==> config.mk <==
export PLATFORM = sky130hd
export DESIGN_NAME = multifunction_terminal_router
export DESIGN_NICKNAME = d
export VERILOG_FILES = /design/src/mft_pkg.sv /design/src/multifunction_terminal_router.sv /design/src/term_mux.sv /design/src/eeprom_loader.sv
export SDC_FILE = /design/constraint.sdc
export NUM_CORES = 1
export LEC_CHECK = 0
export ABC_AREA = 1
export BUFFER_PORTS_ARGS = -buffer_cell sky130_fd_sc_hd__buf_4
export CORE_AREA = 2 2 120 122
export CTS_CLUSTER_SIZE = 40
export DETAILED_ROUTE_END_ITERATION = 16
export DIE_AREA = 0 0 122 124
export GPL_TIMING_DRIVEN = 0
export PLACE_DENSITY = 0.55
export SYNTH_ARGS = -nofsm -noshare
export SYNTH_HDL_FRONTEND = slang
export SYNTH_SLANG_ARGS = --single-unit
==> constraint.sdc <==
create_clock -name mclk -period 3.98 [get_ports mclk]
set_input_delay 1.194 -clock mclk [delete_from_list [all_inputs] [get_ports mclk]]
set_output_delay 1.194 -clock mclk [all_outputs]
set_load 0.01 [all_outputs]
==> src/mft_pkg.sv <==
// shared types and constants for the multifunction terminal router
package mft_pkg;

	localparam int NUM_TERMS = 7;
	localparam int NUM_GP = 5;
	localparam int SEL_W = 4;

	// function codes per terminal; codes a terminal does not offer read as none
	typedef enum logic [3:0] {
		FN_NONE = 4'h0,
		FN_PCI_INT = 4'h1,
		FN_GP_IN = 4'h2,
		FN_GP_OUT = 4'h3,
		FN_ACTIVITY = 4'h4,
		FN_VIDEO = 4'h5,
		FN_AUDIO_PWM = 4'h6,
		FN_GEN_EVENT = 4'h7,
		FN_RING_OUT = 4'h8,
		FN_IRQ = 4'h9,
		FN_SER_IRQ = 4'hA,
		FN_PCI_LOCK = 4'hB,
		FN_CLKRUN = 4'hC
	} term_fn_e;

	// drive of one pin: value and enable
	typedef struct packed {
		logic out;
		logic oe;
	} pin_drive_s;

	// internal function sources, one bit per source
	typedef struct packed {
		logic inta;
		logic intb;
		logic [NUM_GP-1:0] gp_out;
		logic activity;
		logic video;
		logic audio_pwm;
		logic irq_ser_out;
		logic irq_ser_oe;
		logic clkrun_out;
		logic clkrun_oe;
		logic [NUM_TERMS-1:0] irq;
	} fn_src_s;

	// reset value of the two-wire enable latch: disabled
	localparam logic SERIAL_EN_RST = 1'b0;
	// eeprom loader timing: scl half period in mclk cycles
	localparam int SCL_HALF_CYC = 5;
	localparam logic [6:0] EEPROM_DEV_ADDR = 7'h50;
	localparam int EEPROM_BYTES = 4;

	typedef enum logic [2:0] {
		LD_IDLE = 3'b000,
		LD_START = 3'b001,
		LD_SHIFT = 3'b011,
		LD_ACK = 3'b010,
		LD_STOP = 3'b110,
		LD_DONE = 3'b111
	} loader_e;

endpackage : mft_pkg

==> src/multifunction_terminal_router.sv <==
// multifunction terminal router: pin functions, speaker, ring output, suspend guard
`timescale 1ns/1ns
`default_nettype none
module multifunction_terminal_router import mft_pkg::*; (
	input wire logic mclk, // system clock
	input wire logic sys_rst, // async reset
	input wire logic global_reset, // global reset level
	input wire logic pci_reset_in, // pci reset level
	input wire logic suspend, // suspend input
	input wire logic serial_strap, // strap, low enables two-wire bus
	input wire logic micro_clock_in, // microcontroller clock, passed on only
	output logic micro_clock_out, // clock to the microcontroller
	input wire logic [SEL_W*NUM_TERMS-1:0] term_sel, // function code per terminal
	input wire fn_src_s fn_src, // internal function sources
	input wire logic [1:0] card_speaker_in, // card speaker per socket
	input wire logic [1:0] card_audio_in, // card audio per socket
	input wire logic ring_indicate, // ring indicate source
	input wire logic power_event, // power event source
	input wire logic ring_sel_pme, // 1 selects power event on ring pin
	input wire logic [15:0] prot_wdata, // protected register write data
	input wire logic prot_we, // protected register write
	output logic [15:0] prot_value, // protected register contents
	input wire logic [NUM_TERMS-1:0] term_in, // pin levels
	output logic [NUM_TERMS-1:0] term_out, // pin drive values
	output logic [NUM_TERMS-1:0] term_oe, // pin drive enables
	output logic [NUM_GP-1:0] general_input, // gp inputs seen on pins
	output logic general_event, // event input seen on a pin
	output logic pci_lock_in, // lock level from terminal 4
	output logic serialized_interrupt_in, // serialized irq level
	output logic clkrun_in, // clkrun level from terminal 6
	output logic serial_en, // two-wire bus active
	output logic [8*EEPROM_BYTES-1:0] eeprom_defaults, // loaded defaults
	output logic eeprom_busy, // load in progress
	output logic speaker_out, // speaker to host
	output logic ring_indicate_out // ring or power event pin
);
	// allowed codes per terminal, bit n = function code n
	localparam logic [15:0] ALLOW0 = 16'h02FE;
	localparam logic [15:0] ALLOW1 = 16'h02FE;
	localparam logic [15:0] ALLOW2 = 16'h03FC;
	localparam logic [15:0] ALLOW3 = 16'h0600;
	localparam logic [15:0] ALLOW4 = 16'h0BFC;
	localparam logic [15:0] ALLOW5 = 16'h02FC;
	localparam logic [15:0] ALLOW6 = 16'h1200;
	localparam logic [16*NUM_TERMS-1:0] ALLOW_ALL =
		{ALLOW6, ALLOW5, ALLOW4, ALLOW3, ALLOW2, ALLOW1, ALLOW0};
	// gp index per terminal; terminals 3 and 6 have none
	localparam logic [3*NUM_TERMS-1:0] GP_IDX =
		{3'h0, 3'h4, 3'h3, 3'h0, 3'h2, 3'h1, 3'h0};

	logic serial_en_n, next_serial_en;
	logic [15:0] next_prot;
	logic pci_rst_d, next_pci_rst_d;
	logic load_start;
	logic sda_oe, scl_oe;
	pin_drive_s [NUM_TERMS-1:0] drv;

	assign micro_clock_out = micro_clock_in;

	// strap caught while global reset is held; the clock keeps running then
	always_comb begin
		next_serial_en = serial_en;
		if (global_reset) begin
			next_serial_en = ~serial_strap;
		end
	end
	assign serial_en_n = ~serial_en;

	// protected register: global and pci resets clear it only without suspend; sys_rst clears it always
	always_comb begin
		next_prot = prot_value;
		if ((global_reset || pci_reset_in) && !suspend) begin
			next_prot = 16'h0000;
		end else if (prot_we) begin
			next_prot = prot_wdata;
		end
	end

	// pci reset release edge starts the eeprom load
	assign next_pci_rst_d = pci_reset_in;
	assign load_start = pci_rst_d && !pci_reset_in && serial_en;

	always_ff @(posedge mclk or posedge sys_rst) begin
		if (sys_rst) begin
			serial_en <= SERIAL_EN_RST;
			prot_value <= 16'h0000;
			pci_rst_d <= 1'b0;
		end else begin
			serial_en <= next_serial_en;
			prot_value <= next_prot;
			pci_rst_d <= next_pci_rst_d;
		end
	end

	eeprom_loader u_loader (
		.mclk(mclk),
		.sys_rst(sys_rst),
		.start(load_start),
		.sda_in(term_in[1]),
		.sda_oe(sda_oe),
		.scl_oe(scl_oe),
		.data(eeprom_defaults),
		.busy(eeprom_busy)
	);

	// per-terminal function selection
	genvar t;
	generate
		for (t = 0; t < NUM_TERMS; t++) begin : g_term
			logic [15:0] val;
			logic [15:0] den;
			pin_drive_s d;
			always_comb begin
				val = 16'h0000;
				den = 16'h0000;
				val[FN_PCI_INT] = 1'b0; // interrupts pull low, open drain
				den[FN_PCI_INT] = (t == 0) ? fn_src.inta : fn_src.intb;
				val[FN_GP_OUT] = fn_src.gp_out[GP_IDX[3*t +: 3]];
				den[FN_GP_OUT] = 1'b1;
				val[FN_ACTIVITY] = fn_src.activity;
				den[FN_ACTIVITY] = 1'b1;
				val[FN_VIDEO] = fn_src.video;
				den[FN_VIDEO] = 1'b1;
				val[FN_AUDIO_PWM] = fn_src.audio_pwm;
				den[FN_AUDIO_PWM] = 1'b1;
				val[FN_RING_OUT] = ring_indicate;
				den[FN_RING_OUT] = 1'b1;
				val[FN_IRQ] = fn_src.irq[t];
				den[FN_IRQ] = 1'b1;
				val[FN_SER_IRQ] = fn_src.irq_ser_out;
				den[FN_SER_IRQ] = fn_src.irq_ser_oe;
				val[FN_CLKRUN] = fn_src.clkrun_out;
				den[FN_CLKRUN] = fn_src.clkrun_oe;
			end
			term_mux #(.ALLOWED(ALLOW_ALL[16*t +: 16])) u_mux (
				.sel(term_fn_e'(term_sel[SEL_W*t +: SEL_W])),
				.fn_val(val),
				.fn_drv(den),
				.drv(d)
			);
			assign drv[t] = d;
		end
	endgenerate

	// two-wire bus overrides terminals 1 and 4; both are open drain
	always_comb begin
		for (int i = 0; i < NUM_TERMS; i++) begin
			term_out[i] = drv[i].out;
			term_oe[i] = drv[i].oe;
		end
		if (serial_en) begin
			term_out[1] = 1'b0;
			term_oe[1] = sda_oe;
			term_out[4] = 1'b0;
			term_oe[4] = scl_oe;
		end
	end

	// inputs seen through their selected terminals
	always_comb begin
		general_input = '0;
		general_event = 1'b0;
		for (int i = 0; i < NUM_TERMS; i++) begin
			if (ALLOW_ALL[16*i + FN_GP_IN] && term_sel[SEL_W*i +: SEL_W] == FN_GP_IN &&
				!(serial_en && (i == 1 || i == 4))) begin
				general_input[GP_IDX[3*i +: 3]] = term_in[i];
			end
			if (ALLOW_ALL[16*i + FN_GEN_EVENT] && term_sel[SEL_W*i +: SEL_W] == FN_GEN_EVENT
				&& !(serial_en && (i == 1 || i == 4))) begin
				general_event = general_event | term_in[i];
			end
		end
	end

	assign pci_lock_in = serial_en_n && term_sel[SEL_W*4 +: SEL_W] == FN_PCI_LOCK && term_in[4];
	assign serialized_interrupt_in = term_sel[SEL_W*3 +: SEL_W] == FN_SER_IRQ && term_in[3];
	assign clkrun_in = term_sel[SEL_W*6 +: SEL_W] == FN_CLKRUN && term_in[6];

	// speaker is a pure xor of both sockets' sources
	assign speaker_out = ^{card_speaker_in, card_audio_in};

	// dedicated ring pin carries one of two sources
	assign ring_indicate_out = ring_sel_pme ? power_event : ring_indicate;

endmodule : multifunction_terminal_router
`default_nettype wire

==> src/term_mux.sv <==
// one multifunction terminal: selects the driven function per code
`timescale 1ns/1ns
`default_nettype none
module term_mux import mft_pkg::*; #(
	parameter logic [15:0] ALLOWED = 16'h0000
) (
	input wire term_fn_e sel, // selected function
	input wire logic [15:0] fn_val, // value per function code
	input wire logic [15:0] fn_drv, // output enable per function code
	output var pin_drive_s drv // resulting pin drive
);
	// unsupported or input codes leave the driver off
	always_comb begin
		drv.out = 1'b0;
		drv.oe = 1'b0;
		if (ALLOWED[sel] && fn_drv[sel]) begin
			drv.out = fn_val[sel];
			drv.oe = 1'b1;
		end
	end
endmodule : term_mux
`default_nettype wire

==> src/eeprom_loader.sv <==
// minimal two-wire reader that fetches register defaults after pci reset
`timescale 1ns/1ns
`default_nettype none
module eeprom_loader import mft_pkg::*; (
	input wire logic mclk, // system clock
	input wire logic sys_rst, // async reset
	input wire logic start, // pulse: begin load
	input wire logic sda_in, // data line level
	output logic sda_oe, // pull data low
	output logic scl_oe, // pull clock low
	output logic [8*EEPROM_BYTES-1:0] data, // loaded defaults
	output logic busy // load in progress
);
	loader_e state, next_state;
	logic [7:0] div, next_div;
	logic phase, next_phase;
	logic [3:0] bitn, next_bitn;
	logic [7:0] sh, next_sh;
	logic [2:0] byten, next_byten;
	logic [8*EEPROM_BYTES-1:0] next_data;
	logic sda_o, next_sda_o;
	logic scl_o, next_scl_o;

	assign sda_oe = ~sda_o;
	assign scl_oe = ~scl_o;
	assign busy = (state != LD_IDLE) && (state != LD_DONE);

	// simple read: address byte then bytes clocked in, no random addressing
	always_comb begin
		next_state = state;
		next_div = div;
		next_phase = phase;
		next_bitn = bitn;
		next_sh = sh;
		next_byten = byten;
		next_data = data;
		next_sda_o = sda_o;
		next_scl_o = scl_o;
		if (start) begin
			next_state = LD_START;
			next_div = 8'h00;
			next_byten = 3'h0;
		end else if (busy) begin
			if (div == 8'(SCL_HALF_CYC - 1)) begin
				next_div = 8'h00;
				next_phase = ~phase;
				case (state)
					LD_START: begin
						next_sda_o = 1'b0;
						next_sh = {EEPROM_DEV_ADDR, 1'b1};
						next_bitn = 4'h0;
						next_phase = 1'b0;
						next_state = LD_SHIFT;
					end
					LD_SHIFT: begin
						if (!phase) begin
							next_scl_o = 1'b0;
						end else begin
							next_scl_o = 1'b1;
						end
						if (!phase) begin
							next_sda_o = (byten == 3'h0) ? sh[7] : 1'b1;
						end else begin
							next_sh = {sh[6:0], sda_in};
							next_bitn = bitn + 4'h1;
							if (bitn == 4'h7) begin
								next_state = LD_ACK;
							end
						end
					end
					LD_ACK: begin
						next_scl_o = phase;
						if (!phase) begin
							next_sda_o = (byten == 3'(EEPROM_BYTES)) ? 1'b1 :
								(byten == 3'h0) ? 1'b1 : 1'b0;
						end else begin
							if (byten != 3'h0) begin
								next_data = {data[8*EEPROM_BYTES-9:0], sh};
							end
							next_byten = byten + 3'h1;
							next_bitn = 4'h0;
							next_state = (byten == 3'(EEPROM_BYTES)) ? LD_STOP : LD_SHIFT;
						end
					end
					LD_STOP: begin
						next_scl_o = 1'b1;
						next_sda_o = phase;
						if (phase) begin
							next_state = LD_DONE;
						end
					end
					default: next_state = LD_IDLE;
				endcase
			end else begin
				next_div = div + 8'h01;
			end
		end
	end

	// registers only
	always_ff @(posedge mclk or posedge sys_rst) begin
		if (sys_rst) begin
			state <= LD_IDLE;
			div <= 8'h00;
			phase <= 1'b0;
			bitn <= 4'h0;
			sh <= 8'h00;
			byten <= 3'h0;
			data <= '0;
			sda_o <= 1'b1;
			scl_o <= 1'b1;
		end else begin
			state <= next_state;
			div <= next_div;
			phase <= next_phase;
			bitn <= next_bitn;
			sh <= next_sh;
			byten <= next_byten;
			data <= next_data;
			sda_o <= next_sda_o;
			scl_o <= next_scl_o;
		end
	end
endmodule : eeprom_loader
`default_nettype wire

==> flow_metrics.env <==
export IMPL_crit_top_cell="nand3_1"
export IMPL_synth_mux_area_share_pct=0.242
export IMPL_worstRegToRegCells=10
export IMPL_antenna_found_initial=0
export IMPL_cp_arrival_ps=2290
export IMPL_synth_top_area_share_pct=41.5
export IMPL_yosys_area_top_type="dfrtp_1"
export IMPL_grt_pass1_vias=4398
export IMPL_max_stage_delay_ps=310
export IMPL_reg2reg_from="u_loader.div[0]"
export IMPL_detail_route_antenna_nets=0
export IMPL_wirelength_um=13100
export IMPL_synth_compound_area_share_pct=11.9
export IMPL_avgSynthCellArea_um2=7.23
export IMPL_r2r_end="u_loader.data[13]"
export IMPL_wl_per_cell_um=13.1
export IMPL_path_cells="buf_4 > clkbuf_1 > nand2_1 > nand3_1 > nand3_1 > nand2_1 > nand3_1 > nor2_1 > buf_4"
export IMPL_initial_core_util_pct=33.9
export IMPL_synth_seq_cells=79
export IMPL_hpwl_um=10300
export IMPL_fin_cells=999
export IMPL_clk_latency_ps=340
export IMPL_diodes=0
export IMPL_crit_family="simple AND/OR/NAND/NOR gates"
export IMPL_path_buf_inv=3
export IMPL_crit_end="term_out[1]"
export IMPL_ff2ff_setup_slack_ps=2200
export IMPL_ff_latch_area_um2=1980
export IMPL_rsz0062_at_grt="no"
export IMPL_routabilityCongestion=0.890
export IMPL_netlist_area_um2=4650
export IMPL_relSlewSlack_pct=68.6
export IMPL_status="completed"
export IMPL_setup_ws_ps=494
export IMPL_grt_max_degree=47
export IMPL_postCtsSetupBuffers=0
export IMPL_ioPinCount=163
export IMPL_grtUsageTotal_pct=17.1
export IMPL_timing_final_crit_share_pct=87.6
export IMPL_synthAdderAreaFrac_pct=1.62
export IMPL_drive_above_1_share_pct=24.9
export IMPL_critPathKind="input pin to output pin"
export IMPL_setup_viol=0
export IMPL_synth_top_family_by_area="simple AND/OR/NAND/NOR gates"
export IMPL_place_ws_ps=509
export IMPL_hold_violations=0
export IMPL_yosys_top_cells_area="dfrtp_1 41%, nand2_1 14%, nand3_1 7.8%, inv_1 7.8%, nor2_1 4.3%"
export IMPL_cap_violations=0
export IMPL_critPathMaxFanout=10
export IMPL_end_kind="output pin"
export IMPL_cts_tree="built"
export IMPL_ys_warn_count=0
export IMPL_grt_overflow=0
export IMPL_viasPerCell=4.86
export IMPL_startpoint="term_sel[4]"
export IMPL_post_route_min_period_ps=3490
export IMPL_route_detailed_drc=0
export IMPL_p_leak_nw=3.66
export IMPL_clk_path_buf_depth=2
export IMPL_area_growth_pct=38.7
export IMPL_cts_resized=0
export IMPL_hold_path_class="flop to flop"
export IMPL_crit_slowest_cell="clkbuf_1"
export IMPL_worstMarginPinSlew_ps=471
export IMPL_synth_xor_area_share_pct=1.13
export IMPL_nNetsFinal=907
export IMPL_fmax_ghz=0.287
export IMPL_port_buffer_count=159
export IMPL_rows=43
export IMPL_dr_pass1_iters=5
export IMPL_multiInputGateArea_um2=2180
export IMPL_place_area_um2=6090
export IMPL_yosysSeqAreaShare_pct=42.6
export IMPL_synthSimpleGateAreaFrac_pct=32.1
export IMPL_whs_ps=469
export IMPL_worst_path_stages=9
export IMPL_setup_tns_final_ps=0
export IMPL_num_vias=4858
export IMPL_critical_path_startpoint_type="input pin"
export IMPL_die_height_um=124
export IMPL_synthFlopType="dfrtp_1"
export IMPL_final_cell_area_um2=6440
export IMPL_core_area_um2=13700
export IMPL_power_density_nw_per_um2=414
export IMPL_synth_edff_count=0
export IMPL_finalMaxSlewViolations=0
export IMPL_cts_root_buffer="clkbuf_16"
export IMPL_numClockSinks=79
export IMPL_ys_types=38
export IMPL_critPathRequiredTime_ps=2790
export IMPL_dieArea_um2=15100
export IMPL_cts_clk_slew_worst_paths_ps=60
export IMPL_peakVddDrop_mv=0.301
export IMPL_clock_skew_final_ps=4.61
export IMPL_die_width_um=122
export IMPL_cts_buffers=9
export IMPL_syn_nets=736
export IMPL_async_flop_share_pct=100
export IMPL_n_fill_cell=1376
export IMPL_grt_pass1_wl_um=21000
export IMPL_drt_initial_drc_count=193
export IMPL_ctsHoldBuffers=0
export IMPL_h_tree_depth=3
export IMPL_synth_cells=643
export IMPL_placed_cells_incl_taps=983
==> flip-flops by register name, summed over array words and instances, names as in the netlist <==
signal	count
u_loader.bitn	4
u_loader.phase	1
u_loader.sh	8
u_loader.byten	3
u_loader.state	3
u_loader.div	8
serial_en	1
prot_value	16
u_loader.data	32
pci_rst_d	1
u_loader.scl_o	1
u_loader.sda_o	1
==> synthesized netlist by cell type, drive strengths merged, types with 2 or more instances <==
library cell and count:
a31oi 19, nand3 74, nand4 12, ha 6, dfstp 2, nor3 13, inv 98, o21ai 37
o211ai 11, nor2 56, xor2 4, xnor2 2, dfrtp 77, o22ai 2, nor4 4, a21oi 20
nand2 178, clkbuf 6, o21bai 2, buf 13
==> routing by layer <==
metal / global-route usage [%] / share of wire, % / vias up / routed length [um]
met5: 0 / 0 / - / 0
met4: 4.31 / 1.4 / 0 / 189
met3: 4.53 / 6.2 / 15 / 814
met2: 28.6 / 47 / 156 / 6190
met1: 22.1 / 45 / 2246 / 5930
li1: - / - / 2441 / -
==> cells in the final DEF (no fill, tap or decap), types with 2 or more instances in the layout <==
cell type / count
clkbuf_1: 7
nor2_1: 53
dfrtp_1: 77
xnor2_1: 2
buf_2: 6
dfstp_2: 2
buf_4: 163
o21ai_0: 36
bufinv_16: 3
o211ai_1: 11
o22ai_1: 2
clkinvlp_4: 2
nor4_1: 4
nand2_1: 175
a31oi_1: 19
a21oi_1: 20
nor3_1: 13
nand3_2: 2
inv_1: 95
nand2_4: 2
nand4_1: 12
nand3_1: 72
xor2_1: 4
clkbuf_16: 9
ha_1: 6
inv_2: 2
buf_6: 3
==> tightest hold or removal path: cells and delay by family, from the launching register on <==
family / cells / cell delay [ps]
flops: 1 / 370
simple gates: 2 / 100
==> kinds of logic (layout without fill, tap and decap cells) <==
group | count (synthesis) | after routing
compound gates | 95 | 95
buf+inv | 117 | 293
flops | 79 | 79
mux | 1 | 1
simple gates | 339 | 339
fa+ha+maj | 6 | 6
xor+xnor | 6 | 6
==> final cells by class <==
type                            instances  area share, %
Sequential cell                        79           30.7
Tap cell                              180           3.50
Clock buffer                           11           3.77
Clock inverter                          5           1.63
Inverter                               98           5.75
Timing Repair Buffer                  160           19.0
Multi-Input combinational cell        447           33.9
Buffer                                 19           1.81
==> power by group <==
group / switching, mW / leakage [nW] / total (mW) / internal [mW]
registers: 0.0796 / 1.06 / 0.970 / 0.891
clock network: 0.321 / 0.162 / 0.951 / 0.630
logic: 0.471 / 2.44 / 0.749 / 0.277
total: 0.872 / 3.66 / 2.67 / 1.80
==> worst min-delay path by stage <==
stage / start / end / slack, ps / depth (start not counted)
after floorplan: u_loader.scl_o / u_loader.scl_o / 440 / 2
after global placement: u_loader.scl_o / u_loader.scl_o / 450 / 2
after detailed placement: u_loader.data[30] / u_loader.data[30] / 460 / 2
after CTS: u_loader.data[30] / u_loader.data[30] / 480 / 2
after global routing: u_loader.data[27] / u_loader.data[27] / 500 / 2
final: u_loader.scl_o / u_loader.scl_o / 470 / 2
==> metrics by stage <==
step | utilization [%] | total power [mW]
final | 47.0 | 2.67
after global placement | 44.2 | 1.72
after CTS | 47.0 | 2.70
after floorplan | - | 1.44
after detailed placement | 44.4 | 1.74
after global routing | 47.0 | 2.84
Power figures use the tool's default switching activity.
